`src/design/adc_pkg.sv`:
```
// Purpose: Shared constants for the converter control and result block.
// Assumes: 50 MHz ref_clk; 8-bit register offsets on a plain port.
// Notes: Offsets, bit positions, reset values and cycle counts live here.
package adc_pkg;

	// Register offsets on the plain register port
	localparam logic [7:0] OFS_CTL2 = 8'h62; // Power, flag and irq control
	localparam logic [7:0] OFS_CTL3 = 8'h63; // Length, FIFO and freeze
	localparam logic [7:0] OFS_CTL4 = 8'h64; // Sequence start A
	localparam logic [7:0] OFS_CTL5 = 8'h65; // Sequence start B
	localparam logic [7:0] OFS_STAT = 8'h66; // Converter status
	localparam logic [7:0] OFS_RES0 = 8'h70; // First of eight result regs

	// Field positions in control register two
	localparam int CTL2_PWR = 7; // Power up
	localparam int CTL2_FFC = 6; // Fast flag clear
	localparam int CTL2_SIW = 5; // Stop in wait
	localparam int CTL2_DJM = 4; // Justify select
	localparam int CTL2_IEN = 1; // Sequence done irq enable
	localparam int CTL2_IFL = 0; // Sequence done irq flag, read only

	// Field positions in control register three
	localparam int CTL3_S1C = 3; // Single length bit
	localparam int CTL3_FIFO = 2; // FIFO placement
	localparam int CTL3_FRZ_HI = 1; // Freeze select high
	localparam int CTL3_FRZ_LO = 0; // Freeze select low

	// Field positions in the start and status registers
	localparam int CTL4_RES = 7; // Resolution select
	localparam int CTL5_S8C = 6; // Eight length bit
	localparam int STAT_SCF = 7; // Sequence done flag

	// Reset values
	localparam logic [7:0] CTL2_RST = 8'h00; // Powered down
	localparam logic [3:0] CTL3_RST = 4'h0; // Four long, normal, no freeze

	// Freeze select encodings
	localparam logic [1:0] FRZ_RUN = 2'h0; // Keep converting
	localparam logic [1:0] FRZ_RSVD = 2'h1; // Reserved, runs on
	localparam logic [1:0] FRZ_FINISH = 2'h2; // Finish, then freeze
	localparam logic [1:0] FRZ_NOW = 2'h3; // Freeze at once

	// Last index of a sequence for each length
	localparam logic [2:0] LAST_LEN1 = 3'h0; // One conversion
	localparam logic [2:0] LAST_LEN4 = 3'h3; // Four conversions
	localparam logic [2:0] LAST_LEN8 = 3'h7; // Eight conversions

	// Conversion time and its cycle count
	localparam int CLK_PERIOD_NS = 20; // ref_clk period
	localparam int CONV_TIME_NS = 400; // One conversion, arbitrary model
	localparam int CONV_CYCLES = (CONV_TIME_NS + CLK_PERIOD_NS - 1)
		/ CLK_PERIOD_NS; // Rounded up

	// Sequencer states
	typedef enum logic [0:0] {ST_IDLE, ST_CONVERT} adc_state_t;

endpackage

```
`src/design/adc_result_fmt.sv`:
```
// Purpose: Places a stored code on the 16-bit data bus.
// Assumes: Codes are held at 10 bits; 8-bit mode uses the top eight.
// Notes: Purely combinational; unmapped bits read zero.
`timescale 1ns/1ns
`default_nettype none
module adc_result_fmt
(
	input wire logic [9:0] code, // Stored conversion code
	input wire logic resolution_select, // High for 10-bit resolution
	input wire logic justify, // High for right justified
	output logic [15:0] data // Bus image of the result
);

	// Four formats; the rest of the word stays zero
	always_comb
	begin
		data = 16'h0000;
		if (resolution_select && !justify)
		begin
			data = {code, 6'h00};
		end
		else if (resolution_select)
		begin
			data = {6'h00, code};
		end
		else if (!justify)
		begin
			data = {code[9:2], 8'h00};
		end
		else
		begin
			data = {8'h00, code[9:2]};
		end
	end

endmodule
`default_nettype wire

```
`src/design/adc_ctrl.sv`:
```
// Purpose: Control, flags and result placement of an on-chip converter.
// Assumes: Analog front end hands a code on conv_sample each cycle.
// Notes: Wait and debug halt inputs come from logic on ref_clk.
`timescale 1ns/1ns
`default_nettype none
module adc_ctrl
#(
	parameter int CONV_CYCLES = adc_pkg::CONV_CYCLES, // Cycles per result
	parameter int NUM_RES = 8 // Result registers
)
(
	input wire logic ref_clk, // System clock
	input wire logic rst, // Async reset, active high
	input wire logic [7:0] addr, // Register address
	input wire logic [15:0] wdata, // Write data
	input wire logic wr_stb, // Write strobe
	input wire logic rd_stb, // Read strobe
	output logic [15:0] rdata, // Read data, cycle after rd_stb
	input wire logic wait_mode, // Processor in wait
	input wire logic debug_halt_mode, // Debugger halt
	input wire logic [9:0] conv_sample, // Code from analog core
	output logic irq_req, // Sequence done interrupt
	output logic power_on, // Analog core powered
	output logic conv_busy // Sequence running
);

	localparam int PW = $clog2(NUM_RES); // Pointer width

	// Software state
	logic [7:0] ctl2_r, ctl2_nxt; // Control two, flag bit unused
	logic [3:0] ctl3_r, ctl3_nxt; // Control three fields
	logic resolution_select_r, resolution_select_nxt; // Resolution select
	logic s8c_r, s8c_nxt; // Eight length bit

	// Sequencer and flags
	adc_pkg::adc_state_t state_r, state_nxt; // Sequencer state
	logic [15:0] tmr_r, tmr_nxt; // Cycle within a conversion
	logic [2:0] idx_r, idx_nxt; // Conversion within a sequence
	logic [PW-1:0] ptr_r, ptr_nxt; // Result pointer
	logic [NUM_RES-1:0] ccf_r, ccf_nxt; // Conversion done flags
	logic [NUM_RES-1:0] arm_r, arm_nxt; // Seen by a status read
	logic scf_r, scf_nxt; // Sequence done flag
	logic ifl_r, ifl_nxt; // Sequence done irq flag

	// Outputs, all from flops
	logic [15:0] rdata_r, rdata_nxt; // Read data
	logic irq_r, irq_nxt; // Interrupt request
	logic pwr_r, pwr_nxt; // Power to analog core
	logic busy_r, busy_nxt; // Busy indication

	// Result storage
	logic [9:0] res_mem [NUM_RES]; // Stored codes
	logic res_we; // Store a code this cycle
	logic [15:0] fmt_data; // Formatted result

	// Decoded accesses
	logic start; // New sequence requested
	logic res_hit; // Address in result window
	logic [PW-1:0] res_idx; // Result register index
	logic halted; // Conversion clock stopped
	logic [2:0] last_idx; // Final index of the sequence
	logic frz_dbg; // Freeze request active

	// Address decode for the result window
	assign res_hit = (addr[7:3] == adc_pkg::OFS_RES0[7:3]);
	assign res_idx = addr[PW-1:0];
	assign start = wr_stb && ((addr == adc_pkg::OFS_CTL4)
		|| (addr == adc_pkg::OFS_CTL5));
	assign frz_dbg = debug_halt_mode;

	adc_result_fmt u_fmt
	(
		.code(res_mem[res_idx]),
		.resolution_select(resolution_select_r),
		.justify(ctl2_r[adc_pkg::CTL2_DJM]),
		.data(fmt_data)
	);

	// Sequence length from the two length bits
	always_comb
	begin
		if (s8c_r)
		begin
			last_idx = adc_pkg::LAST_LEN8;
		end
		else if (ctl3_r[adc_pkg::CTL3_S1C])
		begin
			last_idx = adc_pkg::LAST_LEN1;
		end
		else
		begin
			last_idx = adc_pkg::LAST_LEN4;
		end
	end

	// Halt when powered down, waiting, or frozen
	always_comb
	begin
		halted = !ctl2_r[adc_pkg::CTL2_PWR];
		if (ctl2_r[adc_pkg::CTL2_SIW] && wait_mode)
		begin
			halted = 1'b1;
		end
		if (frz_dbg && ctl3_r[1:0] == adc_pkg::FRZ_NOW)
		begin
			halted = 1'b1;
		end
		else if (frz_dbg && ctl3_r[1:0] == adc_pkg::FRZ_FINISH
			&& tmr_r == 16'h0000)
		begin
			halted = 1'b1;
		end
	end

	// Control registers; start register writes also restart the sequencer
	always_comb
	begin
		ctl2_nxt = ctl2_r;
		ctl3_nxt = ctl3_r;
		resolution_select_nxt = resolution_select_r;
		s8c_nxt = s8c_r;
		if (wr_stb && addr == adc_pkg::OFS_CTL2)
		begin
			// Flag bit and gaps are not writable
			ctl2_nxt = wdata[7:0] & 8'hF2;
		end
		else if (wr_stb && addr == adc_pkg::OFS_CTL3)
		begin
			ctl3_nxt = wdata[3:0];
		end
		else if (wr_stb && addr == adc_pkg::OFS_CTL4)
		begin
			resolution_select_nxt = wdata[adc_pkg::CTL4_RES];
		end
		else if (wr_stb && addr == adc_pkg::OFS_CTL5)
		begin
			s8c_nxt = wdata[adc_pkg::CTL5_S8C];
		end
	end

	// Sequencer, pointer and flags
	always_comb
	begin
		state_nxt = state_r;
		tmr_nxt = tmr_r;
		idx_nxt = idx_r;
		ptr_nxt = ptr_r;
		ccf_nxt = ccf_r;
		arm_nxt = arm_r;
		scf_nxt = scf_r;
		ifl_nxt = ifl_r;
		res_we = 1'b0;
		// Status read arms every flag already set
		if (rd_stb && addr == adc_pkg::OFS_STAT)
		begin
			arm_nxt = arm_r | ccf_r;
		end
		// Result access clears its flag by the selected method
		if (res_hit && ctl2_r[adc_pkg::CTL2_FFC] && (rd_stb || wr_stb))
		begin
			ccf_nxt[res_idx] = 1'b0;
			arm_nxt[res_idx] = 1'b0;
			if (ccf_r[res_idx])
			begin
				ifl_nxt = 1'b0;
			end
			if (rd_stb)
			begin
				scf_nxt = 1'b0;
			end
		end
		else if (res_hit && rd_stb && arm_r[res_idx])
		begin
			ccf_nxt[res_idx] = 1'b0;
			arm_nxt[res_idx] = 1'b0;
			ifl_nxt = 1'b0;
		end
		// Conversion progress; a completion wins over a clear
		if (state_r == adc_pkg::ST_CONVERT && !halted)
		begin
			if (tmr_r == 16'(CONV_CYCLES - 1))
			begin
				res_we = 1'b1;
				tmr_nxt = 16'h0000;
				ccf_nxt[ptr_r] = 1'b1;
				arm_nxt[ptr_r] = 1'b0;
				ptr_nxt = ptr_r + 1'b1;
				idx_nxt = idx_r + 1'b1;
				if (idx_r == last_idx)
				begin
					// Sequence complete, no scan mode
					state_nxt = adc_pkg::ST_IDLE;
					scf_nxt = 1'b1;
					if (ctl2_r[adc_pkg::CTL2_IEN])
					begin
						ifl_nxt = 1'b1;
					end
					if (!ctl3_r[adc_pkg::CTL3_FIFO])
					begin
						ptr_nxt = '0;
					end
				end
			end
			else
			begin
				tmr_nxt = tmr_r + 16'h0001;
			end
		end
		// Start: restart, clears flags, pointer per placement mode
		if (start)
		begin
			state_nxt = adc_pkg::ST_CONVERT;
			tmr_nxt = 16'h0000;
			idx_nxt = 3'h0;
			ccf_nxt = '0;
			arm_nxt = '0;
			res_we = 1'b0;
			scf_nxt = 1'b0;
			ifl_nxt = 1'b0;
			if (!ctl3_r[adc_pkg::CTL3_FIFO])
			begin
				ptr_nxt = '0;
			end
			else
			begin
				ptr_nxt = ptr_r;
			end
		end
		// Power off aborts whatever is running
		if (!ctl2_r[adc_pkg::CTL2_PWR])
		begin
			state_nxt = adc_pkg::ST_IDLE;
			tmr_nxt = 16'h0000;
			res_we = 1'b0;
		end
	end

	// Read data and outputs
	always_comb
	begin
		rdata_nxt = 16'h0000;
		if (rd_stb && addr == adc_pkg::OFS_CTL2)
		begin
			rdata_nxt = {8'h00, ctl2_r[7:1], ifl_r};
		end
		else if (rd_stb && addr == adc_pkg::OFS_CTL3)
		begin
			rdata_nxt = {12'h000, ctl3_r};
		end
		else if (rd_stb && addr == adc_pkg::OFS_CTL4)
		begin
			rdata_nxt = {8'h00, resolution_select_r, 7'h00};
		end
		else if (rd_stb && addr == adc_pkg::OFS_CTL5)
		begin
			rdata_nxt = {9'h000, s8c_r, 6'h00};
		end
		else if (rd_stb && addr == adc_pkg::OFS_STAT)
		begin
			rdata_nxt = {8'h00, scf_r, 7'h00};
			rdata_nxt[15:8] = 8'(ccf_r);
			rdata_nxt[PW-1:0] = ptr_r;
		end
		else if (rd_stb && res_hit)
		begin
			rdata_nxt = fmt_data;
		end
		irq_nxt = ifl_r && ctl2_r[adc_pkg::CTL2_IEN];
		pwr_nxt = ctl2_r[adc_pkg::CTL2_PWR]
			&& !(ctl2_r[adc_pkg::CTL2_SIW] && wait_mode);
		busy_nxt = (state_r == adc_pkg::ST_CONVERT);
	end

	// Register stage for all groups except the result memory
	always_ff @(posedge ref_clk or posedge rst)
	begin
		if (rst)
		begin
			ctl2_r <= adc_pkg::CTL2_RST;
			ctl3_r <= adc_pkg::CTL3_RST;
			resolution_select_r <= 1'b0;
			s8c_r <= 1'b0;
			state_r <= adc_pkg::ST_IDLE;
			tmr_r <= 16'h0000;
			idx_r <= 3'h0;
			ptr_r <= '0;
			ccf_r <= '0;
			arm_r <= '0;
			scf_r <= 1'b0;
			ifl_r <= 1'b0;
			rdata_r <= 16'h0000;
			irq_r <= 1'b0;
			pwr_r <= 1'b0;
			busy_r <= 1'b0;
		end
		else
		begin
			ctl2_r <= ctl2_nxt;
			ctl3_r <= ctl3_nxt;
			resolution_select_r <= resolution_select_nxt;
			s8c_r <= s8c_nxt;
			state_r <= state_nxt;
			tmr_r <= tmr_nxt;
			idx_r <= idx_nxt;
			ptr_r <= ptr_nxt;
			ccf_r <= ccf_nxt;
			arm_r <= arm_nxt;
			scf_r <= scf_nxt;
			ifl_r <= ifl_nxt;
			rdata_r <= rdata_nxt;
			irq_r <= irq_nxt;
			pwr_r <= pwr_nxt;
			busy_r <= busy_nxt;
		end
	end

	// Result memory needs no reset; flags say what is valid
	always_ff @(posedge ref_clk)
	begin
		if (res_we)
		begin
			res_mem[ptr_r] <= conv_sample;
		end
	end

	assign rdata = rdata_r;
	assign irq_req = irq_r;
	assign power_on = pwr_r;
	assign conv_busy = busy_r;
endmodule
`default_nettype wire

```
`config.mk`:
```
export PLATFORM = sky130hd
export DESIGN_NAME = adc_ctrl
export DESIGN_NICKNAME = d
export VERILOG_FILES = /design/src/design/adc_pkg.sv /design/src/design/adc_result_fmt.sv /design/src/design/adc_ctrl.sv
export SDC_FILE = /design/constraint.sdc
export NUM_CORES = 1
export LEC_CHECK = 0
export BUFFER_PORTS_ARGS = -buffer_cell sky130_fd_sc_hd__clkbuf_2
export CORE_ASPECT_RATIO = 2
export CORE_MARGIN = 2
export CORE_UTILIZATION = 64
export DETAILED_ROUTE_END_ITERATION = 10
export PLACE_DENSITY = 0.85
export SETUP_SLACK_MARGIN = 0.05
export SLEW_MARGIN = 20
export SYNTH_ARGS = -nofsm -noshare
export SYNTH_HDL_FRONTEND = slang
export SYNTH_SLANG_ARGS = --single-unit
export TNS_END_PERCENT = 1
```
`constraint.sdc`:
```
create_clock -name ref_clk -period 3.7 [get_ports ref_clk]
set_input_delay 0.37 -clock ref_clk [delete_from_list [all_inputs] [get_ports ref_clk]]
set_output_delay 0.37 -clock ref_clk [all_outputs]
set_load 0.005 [all_outputs]
```
After elaboration in Yosys (flattened, before gate mapping)
Memories as Yosys holds them, arrays and structs flattened. Index checks and enable logic that the tools add are counted. Widths: inputs -> output; s select.

Register bits after elaboration: 71. RAM bits: 80. Output and inout port bits: 19. Logic and storage cells: 158. Memories kept: 1.

Memories: res_mem (depth 8, width 10, read ports 1, clocked after Yosys merged registers in 0, wr ports 1, line adc_ctrl.sv:52) `logic [9:0] res_mem [NUM_RES];`.

Add/subtract/negate cells: 3. Order comparisons: 4. Equal/unequal tests: 14. Muxes and demuxes: 71. Bitwise gates (word level): 10. Reductions and logical operators: 39.

Operators with widths (count): $mux 16 (13); $mux 8 (11); $eq 8x7->1 const B (5); $mux 1 (32); $mux 3 (10); $and 8x8->8 (3); $logic_and 1x1->1 (24); $add 16x1->16 const B (1); $eq 16x5->1 const B (1); $logic_not 16->1 (1); $not 8->8 (2); $or 8x8->8 (2); $ne 3x1->1 const B (3); $reduce_and 3->1 (3); $lt 3x4->1 const B (2); $add 3x1->3 const B (2); $bmux 1 s3 (2); $demux 1 s3 (2); $ge 3x1->1 const B (2); $eq 5x4->1 const B (1); $eq 2x2->1 const B (2); $logic_not 1->1 (4); $reduce_and 2->1 (2); $reduce_and 4->1 (1); other kinds (6) (10).

Longest topological paths before layout
Depth in word-level cells: 12. Mapped depth: 9. Gate-level depth less buffers: 8.

Modules after synthesis
From an unflattened synthesis, not the netlist that was laid out.

Cells, all modules: 568. Area total of the unflattened synthesis: 6890.4 um^2.

By module, submodules not included: adc_ctrl (times used 1, cells an instance 536, area an instance 6651.4 um^2); adc_result_fmt (times used 1, cells an instance 32, area an instance 239.0 um^2).

Worst setup path before layout
Ideal clock, no wire load.

Kind: register -> register. From: register tmr_r[0]. To: memory res_mem[1][0], enable pin. Library setup time: 392 ps. Arrival time: 2129 ps. Required time: 3308 ps. Path slack: 1179 ps. Stages on the path, launching flop included: 8. Cells stage by stage: dfrtp_1 > inv_1 > ha_1 > nand2b_1 > a21oi_1 > nor4_1 > nand3_1 > nor3_1.

Longest elaborated chain between the ends: 11. Elaborated cells between the ends (all ways): 13. Classes of those cells: eq/ne (1); mux (8); reduce/logical (4).

Ends and longest elaborated chain: start, declared (line adc_ctrl.sv:37) `logic [15:0] tmr_r, tmr_nxt;`; start signal, assigned (line adc_ctrl.sv:303) `tmr_r <= tmr_nxt;`; $logic_not 16->1 (line adc_ctrl.sv:109) `&& tmr_r == 16'h0000)`; $logic_and 1x1->1 (line adc_ctrl.sv:109); $mux 1 (line adc_ctrl.sv:108) `else if (frz_dbg && ctl3_r[1:0] == adc_pkg::FRZ_FINISH`; $mux 1 (line adc_ctrl.sv:104) `if (frz_dbg && ctl3_r[1:0] == adc_pkg::FRZ_NOW)`; $logic_not 1->1 (line adc_ctrl.sv:179) `if (state_r == adc_pkg::ST_CONVERT && !halted)`; $logic_and 1x1->1 (line adc_ctrl.sv:179); $mux 1 (*) (line adc_ctrl.sv:179); $mux 1 (*) (line adc_ctrl.sv:210) `if (start)`; $mux 1 (*) (line adc_ctrl.sv:230) `if (!ctl2_r[adc_pkg::CTL2_PWR])`; $mux 1 (*) (line adc_ctrl.sv:320) `if (res_we)`; $mux 1 (implied by the code) (*) (line adc_ctrl.sv:322) `res_mem[ptr_r] <= conv_sample;`; end, declared (line adc_ctrl.sv:52).

Mark *: on every way between the ends. The rest lies on a longest branch, timed or not.

Worst setup path after layout
From: register tmr_r[8]. To: memory res_mem[5][8], enable pin.

The elaborated chain is that of the path after synthesis.

==> results.md <==
* Row cnt at 53
* Flops & latches, synth at around 150
* Area contributors post-synth: edfxtp_1 35%, dfrtp_1 26%, mux4_2 3.6%
* Worst R2R End: res_mem[5][8]$_DFFE_PP_
* Routed WL at approximately 17000 um
* Multi-input logic area at 2470 um^2
* Most instantiated cells after synthesis: 80 x edfxtp_1, 71 x dfrtp_1, 43 x nor2_1
* Startpoint types: register
* Gp weighted congestion at 0.957
* Peak VDD IR at between 0.4 and 0.5 mV
* Yosys top cell by area: edfxtp_1
* Ys async rst share at 0.470
* Post-synth net total at 590
* R2R Setup Slk at around 0.47 ns
* Routed via count at 4934
* Setup_tns at 0 ns
* Register area at roughly 4200 um^2
* Worst skew pair latency at approximately 0.42 ns
* First-pass GRT wire length at 26700 um
* Die X at 77.1 um
* Mapped Cells at approximately 550
* Tmin final at about 3.2 ns
* DRC at 0
* Max Slew Vio Count at 0
* Adder-cell share of the synthesized area at 0.00732
* Max-cap violation count at 0
* N_diodes at 0
* Setup violators final at 0
* Worst-margin pin slew at about 1.1 ns
* Detailed Routing Iterations Pass 1 at 5
* Post-synth EDFFs at 80
* Port bufs at 50
* R2R depth at 6
* Total CTS buffers at 17
* Vias per cell at between 6 and 7
* # hold bufs at CTS at 0
* Mapped cell area at 6840 um^2
* Chip height at approximately 150 um
* Final period util at 0.872
* Clk_skew at 0.00835 ns
* Post-Synth Simple-Gate Area at 0.127
* Sequential area share after synthesis at 0.611
* Net count, final at approximately 650
* Compound-Gate Fraction of Synth Area at 0.137
* P_leak at about 3.2 nW
* Total Power at roughly 3.8 mW
* Pin count of the biggest net entering global routing at between 40 and 50
* Main combinational cell family by area after synthesis: compound AO/OA/AOI/OAI gates
* Status: completed
* Reg clk slew, reported paths at approximately 0.060 ns
* Full die area at around 12000 um^2
* RSZ-0062 raised after global routing: no
* Pre-CTS setup slack at ~0.39 ns
* Relative slew margins at 0.274
* Yosys warnings at 0
* FILL cells at around 720
* P per Cell Area at ~500 nW/um^2
* Synthesized area per cell at 12.5 um^2
* Core footprint at around 10000 um^2
* Mux share of post-synthesis cell area at 0.0767
* Wirelength per Cell at around 22 um
* Area grow syn2layout at 14.5%
* Critical Path AT at roughly 3.3 ns
* CTS tree: yes
* Hold Vio Cnt, Final at 0
* Max Buffers Root-to-Sink at 2
* Setup CP Type: reg -> reg
* Initial antenna violation count at 0
* Top cell type's share of synthesized area at 0.351
* Netlist cell types at slightly above 70
* Routed Antenna Nets at 0
* Resized cells post-CTS at 0
* Data required, critical path at about 3.7 ns
* Layout cell share with drive strength beyond 1 at 0.219
* Critical path peak fanout at 11
* FF-to-FF Start: tmr_r[8]$_DFFE_PP0P_
* Starting Density at 0.652
* Clk sinks at approximately 150
* Ports at 59
* Class of the worst hold path: in -> async
* Post-Synth XOR/XNOR Area at 0.0128
* Post-detail-place hpwl at roughly 12000 um
* Htree depth at 4
* Most numerous cell in the Yosys netlist: edfxtp_1
* Setup Fix Bufs, Post-CTS at 0
* Grt total ovfl at 0
* Fmax at roughly 310 MHz
* GRT Util Overall at 0.312
* CTS Root Cell: clkbuf_16
* Crit. End Element: register
* Main synth FF type: edfxtp_1
* Final worst slack at 0.474 ns
* Vias in the first global route at just over 5000
* DR iter-0 viols at 382
worst max-delay path: stages (launching register included):
cell     delay (ns)
dfrtp_1        0.44
nor4_1         0.51
nand4_1        0.16
nor4_1         0.34
buf_4          0.27
nand3_1        0.24
nor2_1         0.89
placed cells by master, fill, tap and decap left out, types with 4 or more instances in the layout:
cell type	instances
a211oi_1	7
a21oi_1	29
inv_8	4
nor4_1	5
a22o_1	5
inv_6	5
inv_1	16
xor2_1	8
or4_1	4
nor2b_1	7
ha_1	4
clkbuf_16	17
a221o_1	4
clkbuf_2	50
a21o_1	7
nand2b_1	8
nand3_1	10
a22oi_1	5
mux2i_1	10
and2_1	5
edfxtp_1	80
nand3b_1	5
o31ai_1	5
dfrtp_1	71
and3_1	8
o21ai_0	34
mux2_2	11
mux4_2	11
o22ai_1	9
nor2_1	41
nor3_1	8
nand2_1	42
nand4_1	5
buf_4	14
logic make-up (layout without fill, tap and decap cells):
kind of cell,after synthesis,in the layout
AO/OA/AOI/OAI,138,138
XOR/XNOR,10,10
adder cells (fa/ha/maj),4,4
buffers and inverters,42,113
flip-flops,151,151
multiplexers,34,34
AND/OR/NAND/NOR,167,167
flip-flops by register name, summed over array words and instances, names as in the netlist, 3 cells and up:
register	cells
ctl3_r	4
idx_r	3
arm_r	8
rdata	16
ptr_r	3
ccf_r	8
ctl2_r	5
tmr_r	16
res_mem	80
layer usage:
layer | up-vias | part of all wire | GRT usage
li1 | 2190 | - | -
met1 | 2418 | 0.34 | 0.329
met2 | 248 | 0.54 | 0.557
met3 | 78 | 0.051 | 0.0618
met4 | 0 | 0.067 | 0.212
met5 | - | 0 | 0
stage by stage:
stage,hold slack [ns],util,area [um^2],std cells
4_1_cts,0.158,0.747,7830,754
6_report,0.142,0.747,7830,754
3_3_place_gp,0.470,0.691,7240,723
3_5_place_dp,0.473,0.691,7240,723
2_1_floorplan,0.414,-,6840,546
5_1_grt,0.177,0.747,7830,754
worst max path at each step:
| stage | startpoint | end | slack, ns | depth (start not counted) |
|---|---|---|---|---|
| 6_report | tmr_r[8]$_DFFE_PP0P_ | res_mem[5][8]$_DFFE_PP_ | 0.47 | 6 |
| 5_1_grt | tmr_r[8]$_DFFE_PP0P_ | res_mem[3][8]$_DFFE_PP_ | 0.34 | 6 |
| 4_1_cts | tmr_r[8]$_DFFE_PP0P_ | res_mem[7][1]$_DFFE_PP_ | 0.37 | 6 |
| 3_5_place_dp | tmr_r[8]$_DFFE_PP0P_ | res_mem[7][5]$_DFFE_PP_ | 0.39 | 6 |
| 3_3_place_gp | tmr_r[8]$_DFFE_PP0P_ | res_mem[7][5]$_DFFE_PP_ | 0.42 | 6 |
| 2_1_floorplan | tmr_r[0]$_DFFE_PP0P_ | res_mem[1][0]$_DFFE_PP_ | 1.18 | 7 |
cell type report:
type,count,share of cell area
clock inverters,14,0.0203
flip-flops and latches,151,0.534
clock buffers,17,0.0543
well taps,137,0.0219
repair buffers,64,0.0454
inverters,18,0.00863
multi-input cells,353,0.316
report_power, final:
group / switching [mW] / internal, mW / total (mW)
clock: 0.734 / 0.956 / 1.69
sequential: 0.0469 / 1.81 / 1.85
combinational: 0.177 / 0.102 / 0.278
total: 0.958 / 2.87 / 3.82
Note: power is estimated with default switching activity, not from simulation.
